===== config.mk =====
export PLATFORM = sky130hd
export DESIGN_NAME = tfp_pwm_timer
export DESIGN_NICKNAME = d
export VERILOG_FILES = /design/src/tfp_pkg.sv /design/src/tfp_pwm_timer.sv
export SDC_FILE = /design/constraint.sdc
export NUM_CORES = 1
export LEC_CHECK = 0
export ABC_AREA = 1
export BUFFER_PORTS_ARGS = -buffer_cell sky130_fd_sc_hd__buf_2
export CAP_MARGIN = 10
export CORE_MARGIN = 3
export CORE_UTILIZATION = 53
export CTS_BUF_LIST = sky130_fd_sc_hd__clkbuf_16
export CTS_CLUSTER_DIAMETER = 80
export DETAILED_ROUTE_END_ITERATION = 10
export PLACE_DENSITY = 0.84
export SLEW_MARGIN = 20
export SYNTH_ARGS = -nofsm -noshare
export SYNTH_HDL_FRONTEND = slang
export SYNTH_SLANG_ARGS = --single-unit

===== constraint.sdc =====
create_clock -name clk -period 2 [get_ports clk]
set_input_delay 0 -clock clk [delete_from_list [all_inputs] [get_ports clk]]
set_output_delay 0 -clock clk [all_outputs]
set_load 0.02 [all_outputs]

===== src/tfp_pkg.sv =====
// constants, register map and mode codes of the 16-bit fast/phase-correct pwm timer
`default_nettype none
package tfp_pkg;
  // ==========================================================
  // register byte offsets
  localparam logic [7:0] OFS_CTRL = 8'h00;
  localparam logic [7:0] OFS_CMPA = 8'h04;
  localparam logic [7:0] OFS_CMPB = 8'h08;
  localparam logic [7:0] OFS_CAPT = 8'h0C;
  localparam logic [7:0] OFS_COUNT = 8'h10;
  localparam logic [7:0] OFS_FLAGS = 8'h14;
  // ==========================================================
  // control register field positions
  localparam int CTRL_WS_LSB = 0;
  localparam int CTRL_ACTA_LSB = 4;
  localparam int CTRL_ACTB_LSB = 6;
  localparam int CTRL_CS_LSB = 8;
  localparam int CTRL_DIRA_BIT = 11;
  localparam int CTRL_DIRB_BIT = 12;
  localparam int CTRL_PORTA_BIT = 13;
  localparam int CTRL_PORTB_BIT = 14;
  localparam int CTRL_WIDTH = 15;
  // flag register bit positions
  localparam int FLG_OVF = 0;
  localparam int FLG_CAPT = 1;
  localparam int FLG_MATCHA = 2;
  localparam int FLG_MATCHB = 3;
  // ==========================================================
  // reset values
  localparam logic [14:0] CTRL_RST = 15'h0000;
  localparam logic [15:0] VAL_RST = 16'h0000;
  localparam logic [3:0] FLAGS_RST = 4'h0;
  // ==========================================================
  // waveform_select codes
  localparam logic [3:0] WS_PC8 = 4'h1;
  localparam logic [3:0] WS_PC9 = 4'h2;
  localparam logic [3:0] WS_PC10 = 4'h3;
  localparam logic [3:0] WS_FP8 = 4'h5;
  localparam logic [3:0] WS_FP9 = 4'h6;
  localparam logic [3:0] WS_FP10 = 4'h7;
  localparam logic [3:0] WS_PC_CAPT = 4'hA;
  localparam logic [3:0] WS_PC_CMPA = 4'hB;
  localparam logic [3:0] WS_FP_CAPT = 4'hE;
  localparam logic [3:0] WS_FP_CMPA = 4'hF;
  // fixed period limits and counter extremes
  localparam logic [15:0] TOP_8BIT = 16'h00FF;
  localparam logic [15:0] TOP_9BIT = 16'h01FF;
  localparam logic [15:0] TOP_10BIT = 16'h03FF;
  localparam logic [15:0] TOP_FULL = 16'hFFFF;
  localparam logic [15:0] COUNT_FLOOR = 16'h0000;
  // ==========================================================
  // output_action_field codes
  localparam logic [1:0] ACT_OFF = 2'h0;
  localparam logic [1:0] ACT_TOGGLE = 2'h1;
  localparam logic [1:0] ACT_NONINV = 2'h2;
  localparam logic [1:0] ACT_INV = 2'h3;
  // ==========================================================
  // prescaler select codes and divider masks (divide by mask+1)
  localparam logic [2:0] CS_STOP = 3'h0;
  localparam logic [2:0] CS_DIV1 = 3'h1;
  localparam logic [2:0] CS_DIV8 = 3'h2;
  localparam logic [2:0] CS_DIV64 = 3'h3;
  localparam logic [2:0] CS_DIV256 = 3'h4;
  localparam logic [2:0] CS_DIV1024 = 3'h5;
  localparam logic [9:0] PRE_MASK_1 = 10'h000;
  localparam logic [9:0] PRE_MASK_8 = 10'h007;
  localparam logic [9:0] PRE_MASK_64 = 10'h03F;
  localparam logic [9:0] PRE_MASK_256 = 10'h0FF;
  localparam logic [9:0] PRE_MASK_1024 = 10'h3FF;
  // ==========================================================
  // ahb-lite codes
  localparam logic [2:0] HSIZE_WORD = 3'h2;
  localparam logic HRESP_OKAY = 1'b0;
  localparam logic [31:0] RDATA_ZERO = 32'h0000_0000;
endpackage
`default_nettype wire


===== src/tfp_pwm_timer.sv =====
// 16-bit timer with fast and phase correct pwm, ahb-lite register slave
//
// Our own choices: the address map and the AHB-Lite slave port.
`timescale 1ns/10ps
`default_nettype none
module tfp_pwm_timer
  import tfp_pkg::*;
(
  input wire logic clk,
  input wire logic rst,
  input wire logic hsel,
  input wire logic [31:0] haddr,
  input wire logic [1:0] htrans,
  input wire logic hwrite,
  input wire logic [2:0] hsize,
  input wire logic [31:0] hwdata,
  input wire logic hready,
  output logic hreadyout,
  output logic hresp,
  output logic [31:0] hrdata,
  output logic pinAOut,
  output logic pinAOeN,
  output logic pinBOut,
  output logic pinBOeN
);

  // ==========================================================
  // decoding helpers
  // pwm mode families
  function automatic logic isFast(input logic [3:0] ws);
    isFast = (ws == WS_FP8) || (ws == WS_FP9) || (ws == WS_FP10) || (ws == WS_FP_CAPT) || (ws == WS_FP_CMPA);
  endfunction

  function automatic logic isPhase(input logic [3:0] ws);
    isPhase = (ws == WS_PC8) || (ws == WS_PC9) || (ws == WS_PC10) || (ws == WS_PC_CAPT) || (ws == WS_PC_CMPA);
  endfunction

  // resolution mask of fixed-top modes, full width otherwise
  function automatic logic [15:0] fixedMask(input logic [3:0] ws);
    unique case (ws)
      WS_PC8, WS_FP8: fixedMask = TOP_8BIT;
      WS_PC9, WS_FP9: fixedMask = TOP_9BIT;
      WS_PC10, WS_FP10: fixedMask = TOP_10BIT;
      default: fixedMask = TOP_FULL;
    endcase
  endfunction

  // divider mask of a prescaler select, stop gives no tick at all
  function automatic logic [9:0] preMask(input logic [2:0] cs);
    unique case (cs)
      CS_DIV8: preMask = PRE_MASK_8;
      CS_DIV64: preMask = PRE_MASK_64;
      CS_DIV256: preMask = PRE_MASK_256;
      CS_DIV1024: preMask = PRE_MASK_1024;
      default: preMask = PRE_MASK_1;
    endcase
  endfunction

  // next wave level of one channel on a tick
  function automatic logic waveNext(
    input logic fast,
    input logic phase,
    input logic toggleOk,
    input logic [1:0] act,
    input logic cur,
    input logic atTop,
    input logic hit,
    input logic upEff
  );
    logic inv;
    inv = (act == ACT_INV);
    waveNext = cur;
    if (act == ACT_TOGGLE)
    begin
      if (toggleOk && hit)
        waveNext = ~cur;
    end
    else if (act != ACT_OFF)
    begin
      if (fast)
      begin
        // top wins over match so compare==top holds a steady level
        if (atTop)
          waveNext = ~inv;
        else if (hit)
          waveNext = inv;
      end
      else if (phase && hit)
        waveNext = upEff ? inv : ~inv;
    end
  endfunction

  // ==========================================================
  // state
  logic [14:0] ctrl_r;
  logic [15:0] cmpABuf_r;
  logic [15:0] cmpBBuf_r;
  logic [15:0] cmpA_r;
  logic [15:0] cmpB_r;
  logic [15:0] capt_r;
  logic [15:0] count_r;
  logic countUp_r;
  logic [3:0] flags_r;
  logic [9:0] pre_r;
  logic waveA_r;
  logic waveB_r;
  logic wrPend_r;
  logic [7:0] wrAddr_r;
  logic rdPend_r;
  logic [7:0] rdAddr_r;

  logic [3:0] ws;
  logic [1:0] actA;
  logic [1:0] actB;
  logic [2:0] cs;
  logic fast;
  logic phase;
  logic tick;
  logic [15:0] topVal;
  logic atTop;
  logic atFloor;
  logic hitA;
  logic hitB;
  logic upEff;
  logic loadCmp;
  logic [15:0] count_nxt;
  logic countUp_nxt;
  logic [3:0] flagSet;
  logic [3:0] flagClr;
  logic takeAddr;
  logic wrEn;
  logic [15:0] wdMasked;
  logic [31:0] rdVal;

  assign ws = ctrl_r[CTRL_WS_LSB +: 4];
  assign actA = ctrl_r[CTRL_ACTA_LSB +: 2];
  assign actB = ctrl_r[CTRL_ACTB_LSB +: 2];
  assign cs = ctrl_r[CTRL_CS_LSB +: 3];
  assign fast = isFast(ws);
  assign phase = isPhase(ws);

  // ==========================================================
  // prescaler
  // free-running divider; a tick is one clk wide whatever the divide ratio
  always_ff @(posedge clk)
  begin
    if (rst)
      pre_r <= 10'h000;
    else
      pre_r <= pre_r + 10'h001;
  end

  assign tick = (cs != CS_STOP) && ((pre_r & preMask(cs)) == preMask(cs));

  // ==========================================================
  // period limit and counter sequencing
  // select period limit of fast and phase modes
  always_comb
  begin
    unique case (ws)
      WS_PC_CAPT, WS_FP_CAPT: topVal = capt_r;
      WS_PC_CMPA, WS_FP_CMPA: topVal = cmpA_r;
      default: topVal = fixedMask(ws);
    endcase
  end

  // exact compare only, a missed top runs through the wrap
  assign atTop = (count_r == topVal);
  assign atFloor = (count_r == COUNT_FLOOR);
  assign hitA = (count_r == cmpA_r);
  assign hitB = (count_r == cmpB_r);
  // direction seen by the output: top is a falling point, floor a rising one
  assign upEff = atFloor || (countUp_r && !atTop);
  // buffers load when count equals top
  // phase load at top, rising slope keeps old values
  assign loadCmp = tick && (fast || phase) && atTop;

  // next count, direction and flag events
  always_comb
  begin
    count_nxt = count_r;
    countUp_nxt = countUp_r;
    flagSet = 4'h0;
    if (fast)
    begin
      // clear on the tick after reaching top
      if (atTop)
      begin
        count_nxt = COUNT_FLOOR;
        flagSet[FLG_OVF] = 1'b1;
        flagSet[FLG_CAPT] = (ws == WS_FP_CAPT);
        flagSet[FLG_MATCHA] = (ws == WS_FP_CMPA);
      end
      else
        count_nxt = count_r + 16'h0001;
    end
    else if (phase)
    begin
      // up to top then down to floor
      if (countUp_r)
      begin
        if (atTop)
        begin
          // top held one tick, then decrement
          count_nxt = count_r - 16'h0001;
          countUp_nxt = 1'b0;
          flagSet[FLG_CAPT] = (ws == WS_PC_CAPT);
          flagSet[FLG_MATCHA] = (ws == WS_PC_CMPA);
        end
        else
          count_nxt = count_r + 16'h0001;
      end
      else if (atFloor)
      begin
        count_nxt = count_r + 16'h0001;
        countUp_nxt = 1'b1;
        flagSet[FLG_OVF] = 1'b1;
      end
      else
        count_nxt = count_r - 16'h0001;
    end
    if (fast || phase)
    begin
      flagSet[FLG_MATCHA] = flagSet[FLG_MATCHA] | hitA;
      flagSet[FLG_MATCHB] = flagSet[FLG_MATCHB] | hitB;
    end
  end

  // ==========================================================
  // ahb-lite slave
  // one wait state on reads so a read right after a write sees it
  assign takeAddr = hsel && hready && htrans[1] && (hsize == HSIZE_WORD);
  assign wrEn = wrPend_r && hready;
  // fixed top masks high compare bits
  assign wdMasked = hwdata[15:0] & fixedMask(ws);
  assign flagClr = (wrEn && (wrAddr_r == OFS_FLAGS)) ? hwdata[3:0] : 4'h0;

  // address phase capture
  always_ff @(posedge clk)
  begin
    if (rst)
    begin
      wrPend_r <= 1'b0;
      wrAddr_r <= 8'h00;
      rdPend_r <= 1'b0;
      rdAddr_r <= 8'h00;
    end
    else
    begin
      if (hready)
      begin
        wrPend_r <= takeAddr && hwrite;
        wrAddr_r <= haddr[7:0];
      end
      rdPend_r <= takeAddr && !hwrite;
      if (takeAddr && !hwrite)
        rdAddr_r <= haddr[7:0];
    end
  end

  // read mux, unmapped addresses read zero
  always_comb
  begin
    rdVal = RDATA_ZERO;
    unique case (rdAddr_r)
      OFS_CTRL: rdVal = {17'h0_0000, ctrl_r};
      OFS_CMPA: rdVal = {16'h0000, cmpABuf_r};
      OFS_CMPB: rdVal = {16'h0000, cmpBBuf_r};
      OFS_CAPT: rdVal = {16'h0000, capt_r};
      OFS_COUNT: rdVal = {16'h0000, count_r};
      OFS_FLAGS: rdVal = {28'h000_0000, flags_r};
      default: rdVal = RDATA_ZERO;
    endcase
  end

  // ready and read data
  always_ff @(posedge clk)
  begin
    if (rst)
    begin
      hreadyout <= 1'b1;
      hrdata <= RDATA_ZERO;
      hresp <= HRESP_OKAY;
    end
    else
    begin
      hresp <= HRESP_OKAY;
      if (takeAddr && !hwrite)
        hreadyout <= 1'b0;
      else if (rdPend_r)
      begin
        hreadyout <= 1'b1;
        hrdata <= rdVal;
      end
    end
  end

  // ==========================================================
  // software registers
  // control register
  always_ff @(posedge clk)
  begin
    if (rst)
      ctrl_r <= CTRL_RST;
    else if (wrEn && (wrAddr_r == OFS_CTRL))
      ctrl_r <= hwdata[CTRL_WIDTH-1:0];
  end

  // capture value written straight, no buffer
  always_ff @(posedge clk)
  begin
    if (rst)
      capt_r <= VAL_RST;
    else if (wrEn && (wrAddr_r == OFS_CAPT))
      capt_r <= hwdata[15:0];
  end

  // compare buffers take every write
  always_ff @(posedge clk)
  begin
    if (rst)
    begin
      cmpABuf_r <= VAL_RST;
      cmpBBuf_r <= VAL_RST;
    end
    else
    begin
      if (wrEn && (wrAddr_r == OFS_CMPA))
        cmpABuf_r <= wdMasked;
      if (wrEn && (wrAddr_r == OFS_CMPB))
        cmpBBuf_r <= wdMasked;
    end
  end

  // active compares follow buffers at top; outside pwm modes at once
  always_ff @(posedge clk)
  begin
    if (rst)
    begin
      cmpA_r <= VAL_RST;
      cmpB_r <= VAL_RST;
    end
    else if (loadCmp || !(fast || phase))
    begin
      cmpA_r <= cmpABuf_r;
      cmpB_r <= cmpBBuf_r;
    end
  end

  // ==========================================================
  // counter
  // advances only on a tick; non-pwm modes hold
  always_ff @(posedge clk)
  begin
    if (rst)
    begin
      count_r <= VAL_RST;
      countUp_r <= 1'b1;
    end
    else if (wrEn && (wrAddr_r == OFS_COUNT))
      count_r <= hwdata[15:0];
    else if (tick)
    begin
      count_r <= count_nxt;
      countUp_r <= countUp_nxt;
    end
  end

  // flags set on ticks; a set beats a same-cycle clear
  always_ff @(posedge clk)
  begin
    if (rst)
      flags_r <= FLAGS_RST;
    else
      flags_r <= (flags_r & ~flagClr) | (tick ? flagSet : 4'h0);
  end

  // ==========================================================
  // waveform generation
  // fast set at top, clear on match
  // spike at zero, steady level at top
  // toggle a only in mode 15
  // floor and top give steady levels
  // toggle a only in mode 11
  always_ff @(posedge clk)
  begin
    if (rst)
    begin
      waveA_r <= 1'b0;
      waveB_r <= 1'b0;
    end
    else if (tick)
    begin
      waveA_r <= waveNext(fast, phase, (ws == WS_FP_CMPA) || (ws == WS_PC_CMPA), actA, waveA_r, atTop, hitA, upEff);
      waveB_r <= waveNext(fast, phase, 1'b0, actB, waveB_r, atTop, hitB, upEff);
    end
  end

  // ==========================================================
  // pin multiplexing
  // a toggle code outside the toggle modes drives the held wave level, not the port bit
  // action zero keeps port function
  // drive only when direction is output
  always_ff @(posedge clk)
  begin
    if (rst)
    begin
      pinAOut <= 1'b0;
      pinAOeN <= 1'b1;
      pinBOut <= 1'b0;
      pinBOeN <= 1'b1;
    end
    else
    begin
      pinAOut <= (actA == ACT_OFF) ? ctrl_r[CTRL_PORTA_BIT] : waveA_r;
      pinBOut <= (actB == ACT_OFF) ? ctrl_r[CTRL_PORTB_BIT] : waveB_r;
      pinAOeN <= ~ctrl_r[CTRL_DIRA_BIT];
      pinBOeN <= ~ctrl_r[CTRL_DIRB_BIT];
    end
  end

endmodule // tfp_pwm_timer
`default_nettype wire


Word-level counts from Yosys, hierarchy flattened
Index checks and enable logic that the tools add are counted.
- logic and storage cells: 175
- output and inout bits: 38
- register bits: 183
- input bits: 74
- add/subtract/negate cells: 3
- muxes and demuxes: 41
- reduce and logical (&&, ||, !) cells: 58
- bitwise operators: 15
- eq/ne operators: 36
- operator list (kind ; count):
    2-to-1 mux 16 bit ; 8
    one-hot mux 16 bit (6 select lines) ; 1
    equality test 16 bit ; 3
    one-hot mux 16 bit (3 select lines) ; 1
    one-hot mux 10 bit (4 select lines) ; 1
    equality test 8 x 4 -> 1 bit (second input constant) ; 4
    equality test 8 x 5 -> 1 bit (second input constant) ; 4
    one-hot mux 16 bit (2 select lines) ; 1
    2-to-1 mux 1 bit ; 21
    logical AND 1 bit ; 19
    adder 16 x 1 -> 16 bit (second input constant) ; 1
    AND 16 bit ; 1
    equality test 4 bit (second input constant) ; 4
    equality test 8 x 3 -> 1 bit (second input constant) ; 2
    zero test 16 bit ; 1
    zero test 8 bit ; 2
    subtractor 16 x 1 -> 16 bit (second input constant) ; 1
    equality test 4 x 3 -> 1 bit (second input constant) ; 3
    logical OR 1 bit ; 12
    nonzero test 2 bit ; 6
    adder 10 x 1 -> 10 bit (second input constant) ; 1
    AND 10 bit ; 1
    equality test 10 bit ; 1
    AND reduction 5 bit ; 2
    23 further kinds ; 52

Longest topological paths before layout
Gate-level depths: netlist of the first run.
- depth after elaboration: 13
- gate-level depth with buffers: 18

Worst setup path after synthesis of the first run
Ideal clock, no wire load.
- kind: reg2reg
- start: reg count_r[1]
- end: reg count_r[14]
- data arrival time: 2023 ps
- slack: -93 ps
- buffers on the path: 0
- period minus slack after synthesis: 2093 ps
- stages on the path, launching flop included: 12
- cell sequence: dfxtp_1 > inv_1 > ha_1 > nand2_1 > nor3_1 > nand3_1 > nor3_1 > nand2_1 > xor2_1 > nand3_1 > nand4_1 > a21oi_1
- cells in the longest elaborated chain, start to end: 7
- RTL lines (element ; line ; text):
    start, declared ; tfp_pwm_timer.sv:101 ; logic [15:0] count_r;
    start signal, assigned ; tfp_pwm_timer.sv:361 ; count_r <= hwdata[15:0];
    start signal, assigned ; tfp_pwm_timer.sv:364 ; count_r <= count_nxt;
    subtractor 16 x 1 -> 16 bit, or another cell as far along ; tfp_pwm_timer.sv:205, tfp_pwm_timer.sv:220 ;
    2-to-1 mux 16 bit (on tied branches) ; tfp_pwm_timer.sv:213, tfp_pwm_timer.sv:202 ;
    2-to-1 mux 16 bit ; tfp_pwm_timer.sv:200 ; if (countUp_r)
    2-to-1 mux 16 bit ; tfp_pwm_timer.sv:197 ; else if (phase)
    2-to-1 mux 16 bit * ; tfp_pwm_timer.sv:184 ; if (fast)
    2-to-1 mux 16 bit * ; tfp_pwm_timer.sv:362 ; else if (tick)
    2-to-1 mux 16 bit * ; tfp_pwm_timer.sv:360 ; else if (wrEn && (wrAddr_r == OFS_COUNT))
Mark *: on every way between the ends. The rest lies on a longest branch, timed or not. The select of a mux whose other input is x is not followed.
A chain may end at the register's enable or synchronous reset.

Final worst setup path of the first run
- start: reg ctrl_r[3]
- end: reg count_r[7]
- cells in the longest elaborated chain, start to end: 11
- RTL lines (element ; line ; text):
    start, declared ; tfp_pwm_timer.sv:95 ; logic [14:0] ctrl_r;
    start signal, assigned ; tfp_pwm_timer.sv:306 ; ctrl_r <= hwdata[CTRL_WIDTH-1:0];
    equality test 4 x 3 -> 1 bit, or another cell as far along ; tfp_pwm_timer.sv:31, tfp_pwm_timer.sv:40 ;
    OR reduction 2 bit ; tfp_pwm_timer.sv:40 ; unique case (ws)
    one-hot mux 16 bit (3 select lines) ; tfp_pwm_timer.sv:40 ;
    one-hot mux 16 bit (2 select lines) ; tfp_pwm_timer.sv:160 ; unique case (ws)
    equality test 16 bit ; tfp_pwm_timer.sv:168 ; assign atTop = (count_r == topVal);
    2-to-1 mux 16 bit ; tfp_pwm_timer.sv:202 ; if (atTop)
    2-to-1 mux 16 bit ; tfp_pwm_timer.sv:200 ;
    2-to-1 mux 16 bit ; tfp_pwm_timer.sv:197 ;
    2-to-1 mux 16 bit ; tfp_pwm_timer.sv:184 ;
    2-to-1 mux 16 bit ; tfp_pwm_timer.sv:362 ;
    2-to-1 mux 16 bit ; tfp_pwm_timer.sv:360 ;
Parallel ways exist; a longest one is shown, timed or not. The select of a mux whose other input is x is not followed.

==> results of run 1 <==
## worst reg2reg max path: cells and delay by family, from the launching register on
kind | cells | cell delay (ns)
AO/OA/AOI/OAI | 1 | 0.12
flip-flops | 1 | 0.37
AND/OR/NAND/NOR | 13 | 1.62
buffers and inverters | 1 | 0.19
## metal layers
layer  vias up  part of all wire (%)
met5         -                  0.19
met4         4                   8.5
met3       300                    12
met2       932                    44
met1      4949                    35
li1       4814                     -
## path summary, 6_finish.rpt
| check | startpoint | slack, ns | cells after the start | end |
|---|---|---|---|---|
| min reg2reg | ctrl_r[12] | 0.44 | 1 | pinBOeN |
| max | ctrl_r[3] | -0.37 | 15 | count_r[7] |
| max reg2reg | ctrl_r[3] | -0.37 | 15 | count_r[7] |
| min | hready | 0.02 | 4 | wrAddr_r[1] |
## layout make-up
cell class                      instances  share of cell area [%]
Sequential cell                       167                    27.3
Clock buffer                           17                    3.46
Multi-Input combinational cell        907                    42.2
Timing Repair inverter                  2                   0.132
Inverter                              154                    4.92
Antenna cell                            1                  0.0204
Tap cell                              216                    2.20
Timing Repair Buffer                  291                    18.5
Clock inverter                         15                    1.20
## power groups by stage
stage	clock network, uW	logic (uW)	registers [uW]
final	3280	353	3350
after global routing	3410	370	3350
after CTS	3260	318	3350
after detailed placement	0	271	3430
after global placement	0	267	3430
after floorplan	0	178	3430
## flip-flops by register name, indices dropped and copies added, names as in the netlist
| register | count |
|---|---|
| rdAddr_r | 8 |
| pinAOut | 1 |
| hreadyout | 1 |
| cmpB_r | 16 |
| wrAddr_r | 8 |
| ctrl_r | 15 |
| cmpABuf_r | 16 |
| wrPend_r | 1 |
| countUp_r | 1 |
| count_r | 16 |
| capt_r | 16 |
| rdPend_r | 1 |
| waveB_r | 1 |
| pinBOut | 1 |
| flags_r | 4 |
| pre_r | 10 |
| waveA_r | 1 |
| cmpBBuf_r | 16 |
| pinAOeN | 1 |
| cmpA_r | 16 |
| pinBOeN | 1 |
| hrdata | 16 |
## timing repair
action,CTS,global route
hold buffers,30,0
pin swaps,5,47
cloned,4,4
hold endpoints to repair,80,0
endpoints found under the setup margin,58,99
resized for setup,63,99
setup buffers,3,9
## cells by family (layout without fill, tap and decap cells)
logic type	Yosys count	in the layout	share of synthesized area, %
xor gates and xnor gates	46	46	4.51
DFF	167	167	37.4
buffers and inverters	233	479	10.9
adders and majority gates	5	5	0.700
other	1	18	0.0420
AOI/OAI and AO/OA	371	371	23.1
and+or+nand+nor	464	468	23.3
## placed cells by master, fill, tap and decap left out, types with 6 or more instances in the layout
cell type                       instances
sky130_fd_sc_hd__nand2_2               32
sky130_fd_sc_hd__dlygate4sd3_1         30
sky130_fd_sc_hd__nand4_1               33
sky130_fd_sc_hd__clkbuf_16             19
sky130_fd_sc_hd__o21ai_0              148
sky130_fd_sc_hd__conb_1                17
sky130_fd_sc_hd__nor2_4                11
sky130_fd_sc_hd__clkinv_1               7
sky130_fd_sc_hd__o221ai_1              19
sky130_fd_sc_hd__nand2_4               11
sky130_fd_sc_hd__nand3_2               16
sky130_fd_sc_hd__nand2_1              185
sky130_fd_sc_hd__o22ai_1                7
sky130_fd_sc_hd__buf_2                 53
sky130_fd_sc_hd__xor2_1                28
sky130_fd_sc_hd__nor2_2                 7
sky130_fd_sc_hd__nor3_1                 8
sky130_fd_sc_hd__o211ai_1               7
sky130_fd_sc_hd__xnor2_1               17
sky130_fd_sc_hd__inv_1                138
sky130_fd_sc_hd__inv_2                  6
sky130_fd_sc_hd__buf_6                 12
sky130_fd_sc_hd__nor2_1                89
sky130_fd_sc_hd__a21oi_2                7
sky130_fd_sc_hd__buf_4                189
sky130_fd_sc_hd__a211oi_1               9
sky130_fd_sc_hd__o21ai_1               19
sky130_fd_sc_hd__nor3_2                 8
sky130_fd_sc_hd__a21oi_1              131
sky130_fd_sc_hd__nand3_1               43
sky130_fd_sc_hd__dfxtp_1              161
## per-stage QoR
| stage | instances | power (uW) |
|---|---|---|
| 4_1_cts | 1757 | 6930 |
| 3_3_place_gp | 1688 | 3700 |
| 3_5_place_dp | 1688 | 3700 |
| 5_1_grt | 1769 | 7130 |
| 6_report | 1770 | 6980 |
| 2_1_floorplan | 1303 | 3610 |
==> flow_metrics.env, run 1 <==
export IMPL_synth_seq_area_share_pct=37.4
export IMPL_violations_in_the_final_reports="design-rule violations, negative setup slack"
export IMPL_timing_final_ws_setup_ns=-0.371
export IMPL_area_share_of_the_largest_cell_type_after_synthesis_pct=37.4
export IMPL_power_frac_seq_pct=48.0
export IMPL_synth_warning_count=0
export IMPL_die_height_um=136
export IMPL_startpoint_type_of_the_worst_setup_path="flop"
export IMPL_critPathTopFamily="simple AND/OR/NAND/NOR gates"
export IMPL_synth_top_cells_by_area="sky130_fd_sc_hd__dfxtp_1 (37%), sky130_fd_sc_hd__o21ai_0 (9.2%), sky130_fd_sc_hd__nand2_1 (9.1%)"
export IMPL_gr_total_overflow=0
export IMPL_path_clk_slew_ns=0.07
export IMPL_clock_tree_root_cell="sky130_fd_sc_hd__clkbuf_16"
export IMPL_num_nets_final=1619
export IMPL_netlist_instances=1287
export IMPL_cp_num_buf_inv=1
export IMPL_ys_types=46
export IMPL_detailroute_via_count=11000
export IMPL_async_reset_ff_share_pct=0
export IMPL_critPathMaxStageDelay_ns=0.37
export IMPL_globalplace_congestion=1.03
export IMPL_p_comb_share_pct=5.1
export IMPL_dpl_worst_slack_ns=-0.243
export IMPL_area_growth_syn_to_layout_pct=37.5
export IMPL_syn_avg_cell_area_um2=6.94
export IMPL_globalRouteMet1Util_pct=47.2
export IMPL_area_of_the_multi_input_gates_um2=5190
export IMPL_remaining_drc_errors=3
export IMPL_register_area_um2=3360
export IMPL_core_util_final_pct=75.9
export IMPL_global_route_usage_met2_pct=61.0
export IMPL_critical_path_cell_chain="buf_6 > nand4_1 > nand4_1 > nand2_1 > nor2_1 > nand2_1 > nor2_4 > nand2_4 > nand2_8 > nand2_8 > nand2_1 > nand3_1 > nand2_1 > nand2_1 > a21oi_2"
export IMPL_achievable_frequency_ghz=0.422
export IMPL_ctsHtreeMaxLevel=4
export IMPL_netSwitchingFraction_pct=25.5
export IMPL_critPathMaxFanout=14
export IMPL_finalMaxSlewViolations=0
export IMPL_synth_area_um2=8930
export IMPL_tritoncts_num_sinks=167
export IMPL_synth_top_area_cell="sky130_fd_sc_hd__dfxtp_1"
export IMPL_crit_path_top_delay_cell="sky130_fd_sc_hd__dfxtp_4"
export IMPL_whs_ns=0.0241
export IMPL_power_leakage_uw=0.00531
export IMPL_grt_max_degree=61
export IMPL_power_frac_clock_pct=46.9
export IMPL_grt_pass1_vias=10000
export IMPL_route_detailed_wl_per_inst_um=21.4
export IMPL_power_density_nw_per_um2=568
export IMPL_synth_flop_cell="sky130_fd_sc_hd__dfxtp_1"
export IMPL_global_route_peak_usage_layer="met2"
export IMPL_effective_utilization_at_floorplan_pct=55.2
export IMPL_crit_required_ns=2.36
export IMPL_p_switching_uw=1780
export IMPL_die_area_um2=18400
export IMPL_layout_min_cycle_time_ns=2.37
export IMPL_yosysMostFrequentCell="sky130_fd_sc_hd__nand2_1"
export IMPL_vias_per_cell=6.21
export IMPL_timing_setup_critical_path_class="flop to flop"
export IMPL_worstMarginPinSlew_ns=0.689
export IMPL_min_period_over_period_pct=119
export IMPL_fin_skew_ns=0.00923
export IMPL_nFillCells=1097
export IMPL_final_hold_viol_count=0
export IMPL_peakVddDrop_v=0.000744
export IMPL_cp_common_cell="sky130_fd_sc_hd__nand2_1"
export IMPL_clockBufferDepth=2
export IMPL_slew_headroom_pct=54.0
export IMPL_cts_buffers_inserted=17
export IMPL_port_buffers=53
export IMPL_post_dp_cell_area_um2=10700
export IMPL_design_area_um2=12300
export IMPL_drt_iter0_drc=1759
export IMPL_grt_first_pass_wirelength_um=54100
export IMPL_p_int_uw=5200
export IMPL_residual_antenna_violating_net_count_after_detailed_routing=0
export IMPL_io_pins=112
export IMPL_clkLatencyLatePin_ns=0.43
export IMPL_finalWirelength_um=37800
export IMPL_grt_antenna_before_repair=3
export IMPL_post_synth_most_frequent_cells="sky130_fd_sc_hd__nand2_1 (216), sky130_fd_sc_hd__dfxtp_1 (167), sky130_fd_sc_hd__o21ai_0 (165)"
export IMPL_dieWidth_um=136
export IMPL_tritoncts="built"
export IMPL_layout_drive_gt1_share_pct=27.4
export IMPL_run_status="finished with violations"
export IMPL_finalSetupTns_ns=-15.28
export IMPL_synth_enable_flop_cells=0
export IMPL_placement_rows=46
export IMPL_ys_seq_elements=167
export IMPL_critical_path_arrival_ns=2.73
export IMPL_grt_use_total_pct=38.2
export IMPL_number_of_setup_violations_in_the_final_report=54
export IMPL_dp_final_hpwl_um=24100
export IMPL_detail_route_first_pass_iterations=11
export IMPL_globalRouteMet3Util_pct=8.40
export IMPL_setup_repair_after_global_routing_missed_its_margin="true"
export IMPL_core_region_area_um2=16200
export IMPL_timing_critical_path_to_type="flop"
export IMPL_max_cap_viol_count=0
export IMPL_worst_hold_path_type="primary input to flop"
(Power assumes the default switching activity.)
==> inputs of run 2 (changes only) <==
--- a/config.mk
+++ b/config.mk
@@ -9,11 +9,11 @@
 export BUFFER_PORTS_ARGS = -buffer_cell sky130_fd_sc_hd__buf_2
 export CAP_MARGIN = 10
 export CORE_MARGIN = 3
-export CORE_UTILIZATION = 53
+export CORE_UTILIZATION = 47
 export CTS_BUF_LIST = sky130_fd_sc_hd__clkbuf_16
 export CTS_CLUSTER_DIAMETER = 80
 export DETAILED_ROUTE_END_ITERATION = 10
-export PLACE_DENSITY = 0.84
+export PLACE_DENSITY = 0.76
 export SLEW_MARGIN = 20
 export SYNTH_ARGS = -nofsm -noshare
 export SYNTH_HDL_FRONTEND = slang
==> constraint.sdc (replaced) <==
create_clock -name clk -period 2 [get_ports clk]
set_input_delay 0.1 -clock clk [delete_from_list [all_inputs] [get_ports clk]]
set_output_delay 0.1 -clock clk [all_outputs]
set_load 0.02 [all_outputs]
==> run 2 against run 1 <==
- the flow finishes with violations (negative setup slack)
- via count decreased by 6.7%
- clock skew increased by 0.0038 ns
- critical path depth unchanged
- design area decreased by 2.0%
- worst setup slack improved by 0.15 ns
- sequential share of layout area increased by 0.55 points
- clock-buffer cell count unchanged
- core utilization decreased by 10 points
- critical path type unchanged
- critical endpoint is now cmpB_r[10]
- largest cell class unchanged
==> flow_metrics.env, run 2 (synthesized netlist as in run 1, its figures left out) <==
export IMPL_critical_path_arrival_ns=2.55
export IMPL_reg2reg_slack_ns=-0.22
export IMPL_residual_antenna_violating_net_count_after_detailed_routing=0
export IMPL_power_leakage_uw=0.00514
export IMPL_grt_max_degree=64
export IMPL_register_area_um2=3360
export IMPL_area_growth_syn_to_layout_pct=34.8
export IMPL_path_clk_slew_ns=0.07
export IMPL_antenna_cells_inserted=0
export IMPL_fin_skew_ns=0.0130
export IMPL_timing_final_ws_setup_ns=-0.223
export IMPL_io_pins=112
export IMPL_area_of_the_multi_input_gates_um2=5130
export IMPL_placement_rows=49
export IMPL_route_detailed_wl_per_inst_um=19.4
export IMPL_tritoncts_num_sinks=167
export IMPL_whs_ns=0.00696
export IMPL_clockBufferDepth=2
export IMPL_effective_utilization_at_floorplan_pct=48.7
export IMPL_grt_first_pass_wirelength_um=50600
export IMPL_hold_depth=3
export IMPL_crit_required_ns=2.33
export IMPL_mostFrequentLayoutCell="sky130_fd_sc_hd__nand2_1"
export IMPL_grt_use_total_pct=31.7
export IMPL_critical_path_cell_chain="nand2_4 > nor2_4 > buf_12 > nand2_1 > nand3_1 > nand2_2 > nor2_2 > nand2_2 > nor2_4 > nand3_1 > nand2_4 > inv_2 > buf_4 > o21ai_0 > a21oi_1"
export IMPL_achievable_frequency_ghz=0.450
export IMPL_finalWirelength_um=34000
export IMPL_detail_route_first_pass_iterations=7
export IMPL_worstMarginPinSlew_ns=0.643
export IMPL_tritoncts="built"
export IMPL_drt_iter0_drc=1306
export IMPL_timing_critical_path_to_type="flop"
export IMPL_clkLatencyLatePin_ns=0.44
export IMPL_run_status="finished with violations"
export IMPL_die_area_um2=20700
export IMPL_core_util_final_pct=65.7
export IMPL_gr_total_overflow=0
export IMPL_dp_final_hpwl_um=23900
export IMPL_clock_tree_root_cell="sky130_fd_sc_hd__clkbuf_16"
export IMPL_layout_min_cycle_time_ns=2.22
export IMPL_number_of_setup_violations_in_the_final_report=53
export IMPL_max_cap_viol_count=0
export IMPL_globalplace_congestion=1.04
export IMPL_layout_drive_gt1_share_pct=27.1
export IMPL_crit_path_top_delay_cell="sky130_fd_sc_hd__dfxtp_4"
export IMPL_nFillCells=1479
export IMPL_cts_buffers_inserted=17
export IMPL_finalMaxSlewViolations=0
export IMPL_detailroute_via_count=10300
export IMPL_dieWidth_um=144
export IMPL_core_region_area_um2=18300
export IMPL_timing_rr_start="ctrl_r[1]"
export IMPL_peakVddDrop_v=0.000633
export IMPL_grt_antenna_before_repair=0
export IMPL_layout_common_cells="sky130_fd_sc_hd__nand2_1 (188), sky130_fd_sc_hd__buf_4 (175), sky130_fd_sc_hd__dfxtp_1 (161), sky130_fd_sc_hd__o21ai_0 (144), sky130_fd_sc_hd__inv_1 (139)"
export IMPL_worstHoldEndpoint="cmpBBuf_r[13]"
export IMPL_die_height_um=144
export IMPL_r2r_worst_path_cells=15
export IMPL_worstReg2RegEnd="cmpB_r[10]"
export IMPL_vias_per_cell=5.86
export IMPL_port_buffers=53
export IMPL_dpl_worst_slack_ns=-0.248
export IMPL_total_power_consumption_of_the_routed_design_uw=7170
export IMPL_remaining_drc_errors=0
export IMPL_ctsHtreeMaxLevel=4
export IMPL_critPathMaxFanout=7
export IMPL_worst_hold_path_type="primary input to flop"
export IMPL_grt_pass1_vias=9334
export IMPL_hold_path_startpoint="hwdata[13]"
export IMPL_setup_repair_after_global_routing_missed_its_margin="true"
export IMPL_timing_setup_critical_path_class="flop to flop"
export IMPL_min_period_over_period_pct=111
export IMPL_num_nets_final=1587
export IMPL_startpoint_type_of_the_worst_setup_path="flop"
export IMPL_slew_headroom_pct=57.1
export IMPL_final_hold_viol_count=0
export IMPL_power_density_nw_per_um2=595
export IMPL_crit_start="ctrl_r[1]"
export IMPL_critPathMaxStageDelay_ns=0.41
export IMPL_violations_in_the_final_reports="negative setup slack"
==> run 2: cell types whose count changed in the layout (fill, tap and decap cells not counted), moves of 4 or more <==
cell,before,now
sky130_fd_sc_hd__dlygate4sd3_1,30,14
sky130_fd_sc_hd__o21ai_0,148,144
sky130_fd_sc_hd__o21ai_2,1,6
sky130_fd_sc_hd__buf_4,189,175
sky130_fd_sc_hd__nor3_2,8,3
==> run 2: power by group <==
| part | internal [uW] | leakage (uW) | switching, uW |
|---|---|---|---|
| clock | 1900 | 0.000298 | 1600 |
| combinational | 98.0 | 0.00349 | 221 |
| sequential | 3340 | 0.00135 | 16.2 |
==> run 2: worst max-delay path by stage <==
stage                  endpoint  slack [ns]  cells past startpoint
detailed placement   count_r[7]       -0.25                     16
floorplan           count_r[13]       0.003                     15
CTS                     waveA_r       -0.16                     17
global placement    count_r[11]       -0.22                     16
global route         count_r[8]       -0.35                     15
finish               cmpB_r[10]       -0.22                     15
==> run 2: timing repair <==
item,in CTS,in global routing
hold buffers,14,0
endpoints found under the hold margin,20,0
buffers inserted,2,11
pin swaps,11,30
resized for setup,41,108
setup endpoints to repair,59,80
gates cloned,2,3
==> run 2: worst max-delay path: cells and delay by family, from the launching register on <==
kind	cells	cell delay, ns
compound gates	2	0.19
buf+inv	3	0.43
flops	1	0.41
simple gates	10	1.06
==> run 2: final cells by class <==
class | instances | share of cell area (%)
Multi-Input combinational cell | 905 | 42.6
Sequential cell | 167 | 27.9
Timing Repair Buffer | 263 | 17.1
Inverter | 154 | 4.94
Clock buffer | 17 | 3.53
Tap cell | 229 | 2.38
Clock inverter | 15 | 1.57
==> run 2: routing by layer <==
metal,share of wire [%],vias up,GRT usage [%]
met5,0,-,0
met4,5.0,0,14.6
met3,10,145,6.56
met2,45,675,49.9
met1,40,4697,41.9
li1,-,4742,-
==> run 2: metrics by stage <==
stage | TNS (ns) | instances | area, um2
6_report | -8.37 | 1750 | 12000
5_1_grt | -14.51 | 1750 | 12000
4_1_cts | -5.11 | 1737 | 11500
3_5_place_dp | -8.20 | 1687 | 10600
3_3_place_gp | -6.90 | 1687 | 10600
2_1_floorplan | 0 | 1303 | 9000
==> inputs of run 3 (changes only) <==
--- a/config.mk
+++ b/config.mk
@@ -8,7 +8,6 @@
 export ABC_AREA = 1
 export BUFFER_PORTS_ARGS = -buffer_cell sky130_fd_sc_hd__buf_2
 export CAP_MARGIN = 10
-export CORE_MARGIN = 3
 export CORE_UTILIZATION = 47
 export CTS_BUF_LIST = sky130_fd_sc_hd__clkbuf_16
 export CTS_CLUSTER_DIAMETER = 80
==> run 3 against run 2 <==
- the run still ends with negative setup slack left
- largest cell class unchanged
- clock-buffer cell count did not move
- combinational power barely moved
- sequential power hardly changed
- critical endpoint is now count_r[3]
- register-to-register slack about the same
==> flow_metrics.env, run 3 (synthesized netlist as in run 1, its figures left out) <==
export IMPL_grt_use_total_pct=34.3
export IMPL_fin_skew_ns=0.0144
export IMPL_cts_buffers_inserted=17
export IMPL_remaining_drc_errors=0
export IMPL_core_region_area_um2=18600
export IMPL_power_leakage_uw=0.00498
export IMPL_gr_total_overflow=0
export IMPL_critical_path_cell_chain="buf_6 > nor2_4 > nand3b_1 > nand4_1 > buf_4 > buf_6 > nand4_1 > nor2_2 > buf_4 > nand4_1 > nand2_1 > nand2_1 > nand2_1 > nand2_1 > a21oi_2"
export IMPL_min_period_over_period_pct=112
export IMPL_dieWidth_um=140
export IMPL_die_height_um=140
export IMPL_timing_rr_start="ctrl_r[0]"
export IMPL_layout_common_cells="sky130_fd_sc_hd__nand2_1 (203), sky130_fd_sc_hd__dfxtp_1 (161), sky130_fd_sc_hd__buf_4 (161), sky130_fd_sc_hd__o21ai_0 (153), sky130_fd_sc_hd__inv_1 (139)"
export IMPL_nFillCells=1614
export IMPL_run_status="finished with violations"
export IMPL_num_nets_final=1572
export IMPL_residual_antenna_violating_net_count_after_detailed_routing=0
export IMPL_tritoncts_num_sinks=167
export IMPL_dp_final_hpwl_um=23500
export IMPL_critPathTopFamily="simple AND/OR/NAND/NOR gates"
export IMPL_finalSetupTns_ns=-7.59
export IMPL_achievable_frequency_ghz=0.447
export IMPL_area_of_the_multi_input_gates_um2=5040
export IMPL_io_pins=112
export IMPL_route_detailed_wl_per_inst_um=19.2
export IMPL_crit_path_top_delay_cell="sky130_fd_sc_hd__dfxtp_4"
export IMPL_hold_depth=3
export IMPL_area_growth_syn_to_layout_pct=32.1
export IMPL_grt_max_degree=52
export IMPL_placement_rows=50
export IMPL_layout_min_cycle_time_ns=2.24
export IMPL_grt_first_pass_wirelength_um=51200
export IMPL_worstMarginPinSlew_ns=0.611
export IMPL_non_filler_cells_in_the_finished_layout=1740
export IMPL_effective_utilization_at_floorplan_pct=47.9
export IMPL_cp_num_buf_inv=4
export IMPL_r2r_worst_path_cells=15
export IMPL_port_buffers=53
export IMPL_hold_path_startpoint="hwdata[7]"
export IMPL_setup_repair_after_global_routing_missed_its_margin="true"
export IMPL_vias_per_cell=5.85
export IMPL_startpoint_type_of_the_worst_setup_path="flop"
export IMPL_finalWirelength_um=33400
export IMPL_die_area_um2=19600
export IMPL_detail_route_first_pass_iterations=8
export IMPL_ctsHtreeMaxLevel=4
export IMPL_peakVddDrop_v=0.000653
export IMPL_clkLatencyLatePin_ns=0.45
export IMPL_layout_drive_gt1_share_pct=24.2
export IMPL_mostFrequentLayoutCell="sky130_fd_sc_hd__nand2_1"
export IMPL_violations_in_the_final_reports="negative setup slack"
export IMPL_grt_antenna_before_repair=0
export IMPL_max_cap_viol_count=0
export IMPL_timing_setup_critical_path_class="flop to flop"
export IMPL_slew_headroom_pct=59.2
export IMPL_finalMaxSlewViolations=0
export IMPL_detailroute_via_count=10200
export IMPL_tritoncts="built"
export IMPL_globalplace_congestion=1.02
export IMPL_register_area_um2=3360
export IMPL_post_dp_cell_area_um2=10500
export IMPL_clockBufferDepth=2
export IMPL_number_of_setup_violations_in_the_final_report=53
export IMPL_power_density_nw_per_um2=602
export IMPL_critPathMaxStageDelay_ns=0.37
export IMPL_clock_tree_root_cell="sky130_fd_sc_hd__clkbuf_16"
export IMPL_path_clk_slew_ns=0.08
export IMPL_cp_common_cell="sky130_fd_sc_hd__nand2_1"
export IMPL_critical_path_arrival_ns=2.62
export IMPL_reg2reg_slack_ns=-0.24
export IMPL_final_hold_viol_count=0
export IMPL_drt_iter0_drc=1339
export IMPL_worstHoldEndpoint="ctrl_r[7]"
export IMPL_worstReg2RegEnd="count_r[3]"
export IMPL_timing_final_ws_setup_ns=-0.235
export IMPL_design_area_um2=11800
export IMPL_worst_hold_path_type="primary input to flop"
export IMPL_timing_critical_path_to_type="flop"
export IMPL_antenna_cells_inserted=0
export IMPL_crit_required_ns=2.38
export IMPL_critPathMaxFanout=6
export IMPL_grt_pass1_vias=9411
export IMPL_placedCellCount=1679
run 3: worst max path at each step:
| stage | from | end | slack (ns) | depth (start not counted) |
|---|---|---|---|---|
| floorplan | ctrl_r[1] | count_r[13] | 0.003 | 15 |
| global placement | count_r[2] | count_r[11] | -0.20 | 11 |
| detailed placement | ctrl_r[0] | waveB_r | -0.24 | 14 |
| CTS | ctrl_r[1] | count_r[11] | -0.10 | 17 |
| global route | ctrl_r[0] | waveA_r | -0.39 | 16 |
| finish | ctrl_r[0] | count_r[3] | -0.24 | 15 |
run 3: where the power goes:
part	internal [uW]	switching [uW]	leakage [uW]
registers	3340	12.6	0.00135
clock network	1710	1720	0.000302
logic	98.8	220	0.00332
total	5150	1950	0.00498
run 3: final cells by class:
cell class / instances / share of cell area, %
Timing Repair Buffer: 245 / 15.9
Clock buffer: 17 / 3.61
Tap cell: 234 / 2.48
Clock inverter: 15 / 1.68
Multi-Input combinational cell: 907 / 42.8
Timing Repair inverter: 1 / 0.0530
Inverter: 154 / 5.03
Sequential cell: 167 / 28.5
run 3: layer usage:
metal / global-route usage, % / share of wire, %
met3: 8.74 / 11
met2: 54.3 / 45
met1: 43.7 / 39
met4: 15.7 / 4.4
met5: 0 / 0
run 3: repair_timing:
item	in CTS	in global routing
hold buffers	16	0
resized for setup	71	39
setup endpoints to repair	53	67
pin swaps	15	25
gates cloned	5	1
endpoints found under the hold margin	26	0
setup buffers	2	5
run 3: per-stage QoR:
stage | power [uW] | worst slack (ns) | hold WS (ns) | util [%]
4_1_cts | 7080 | -0.102 | 0.00650 | 62.3
5_1_grt | 7280 | -0.391 | 0.0353 | 63.3
2_1_floorplan | 3610 | 0.00274 | 0.235 | -
3_5_place_dp | 3710 | -0.243 | 0.351 | 56.4
3_3_place_gp | 3700 | -0.199 | 0.342 | 56.4
6_report | 7100 | -0.235 | 0.0114 | 63.3
run 3: worst reg2reg max path, stage by stage, from the launching register on:
cell	delay (ns)
sky130_fd_sc_hd__dfxtp_4	0.37
sky130_fd_sc_hd__buf_6	0.13
sky130_fd_sc_hd__nor2_4	0.17
sky130_fd_sc_hd__nand3b_1	0.13
sky130_fd_sc_hd__nand4_1	0.14
sky130_fd_sc_hd__buf_4	0.13
sky130_fd_sc_hd__buf_6	0.08
sky130_fd_sc_hd__nand4_1	0.17
sky130_fd_sc_hd__nor2_2	0.23
sky130_fd_sc_hd__buf_4	0.13
sky130_fd_sc_hd__nand4_1	0.12
sky130_fd_sc_hd__nand2_1	0.08
sky130_fd_sc_hd__nand2_1	0.04
sky130_fd_sc_hd__nand2_1	0.06
sky130_fd_sc_hd__nand2_1	0.06
sky130_fd_sc_hd__a21oi_2	0.13
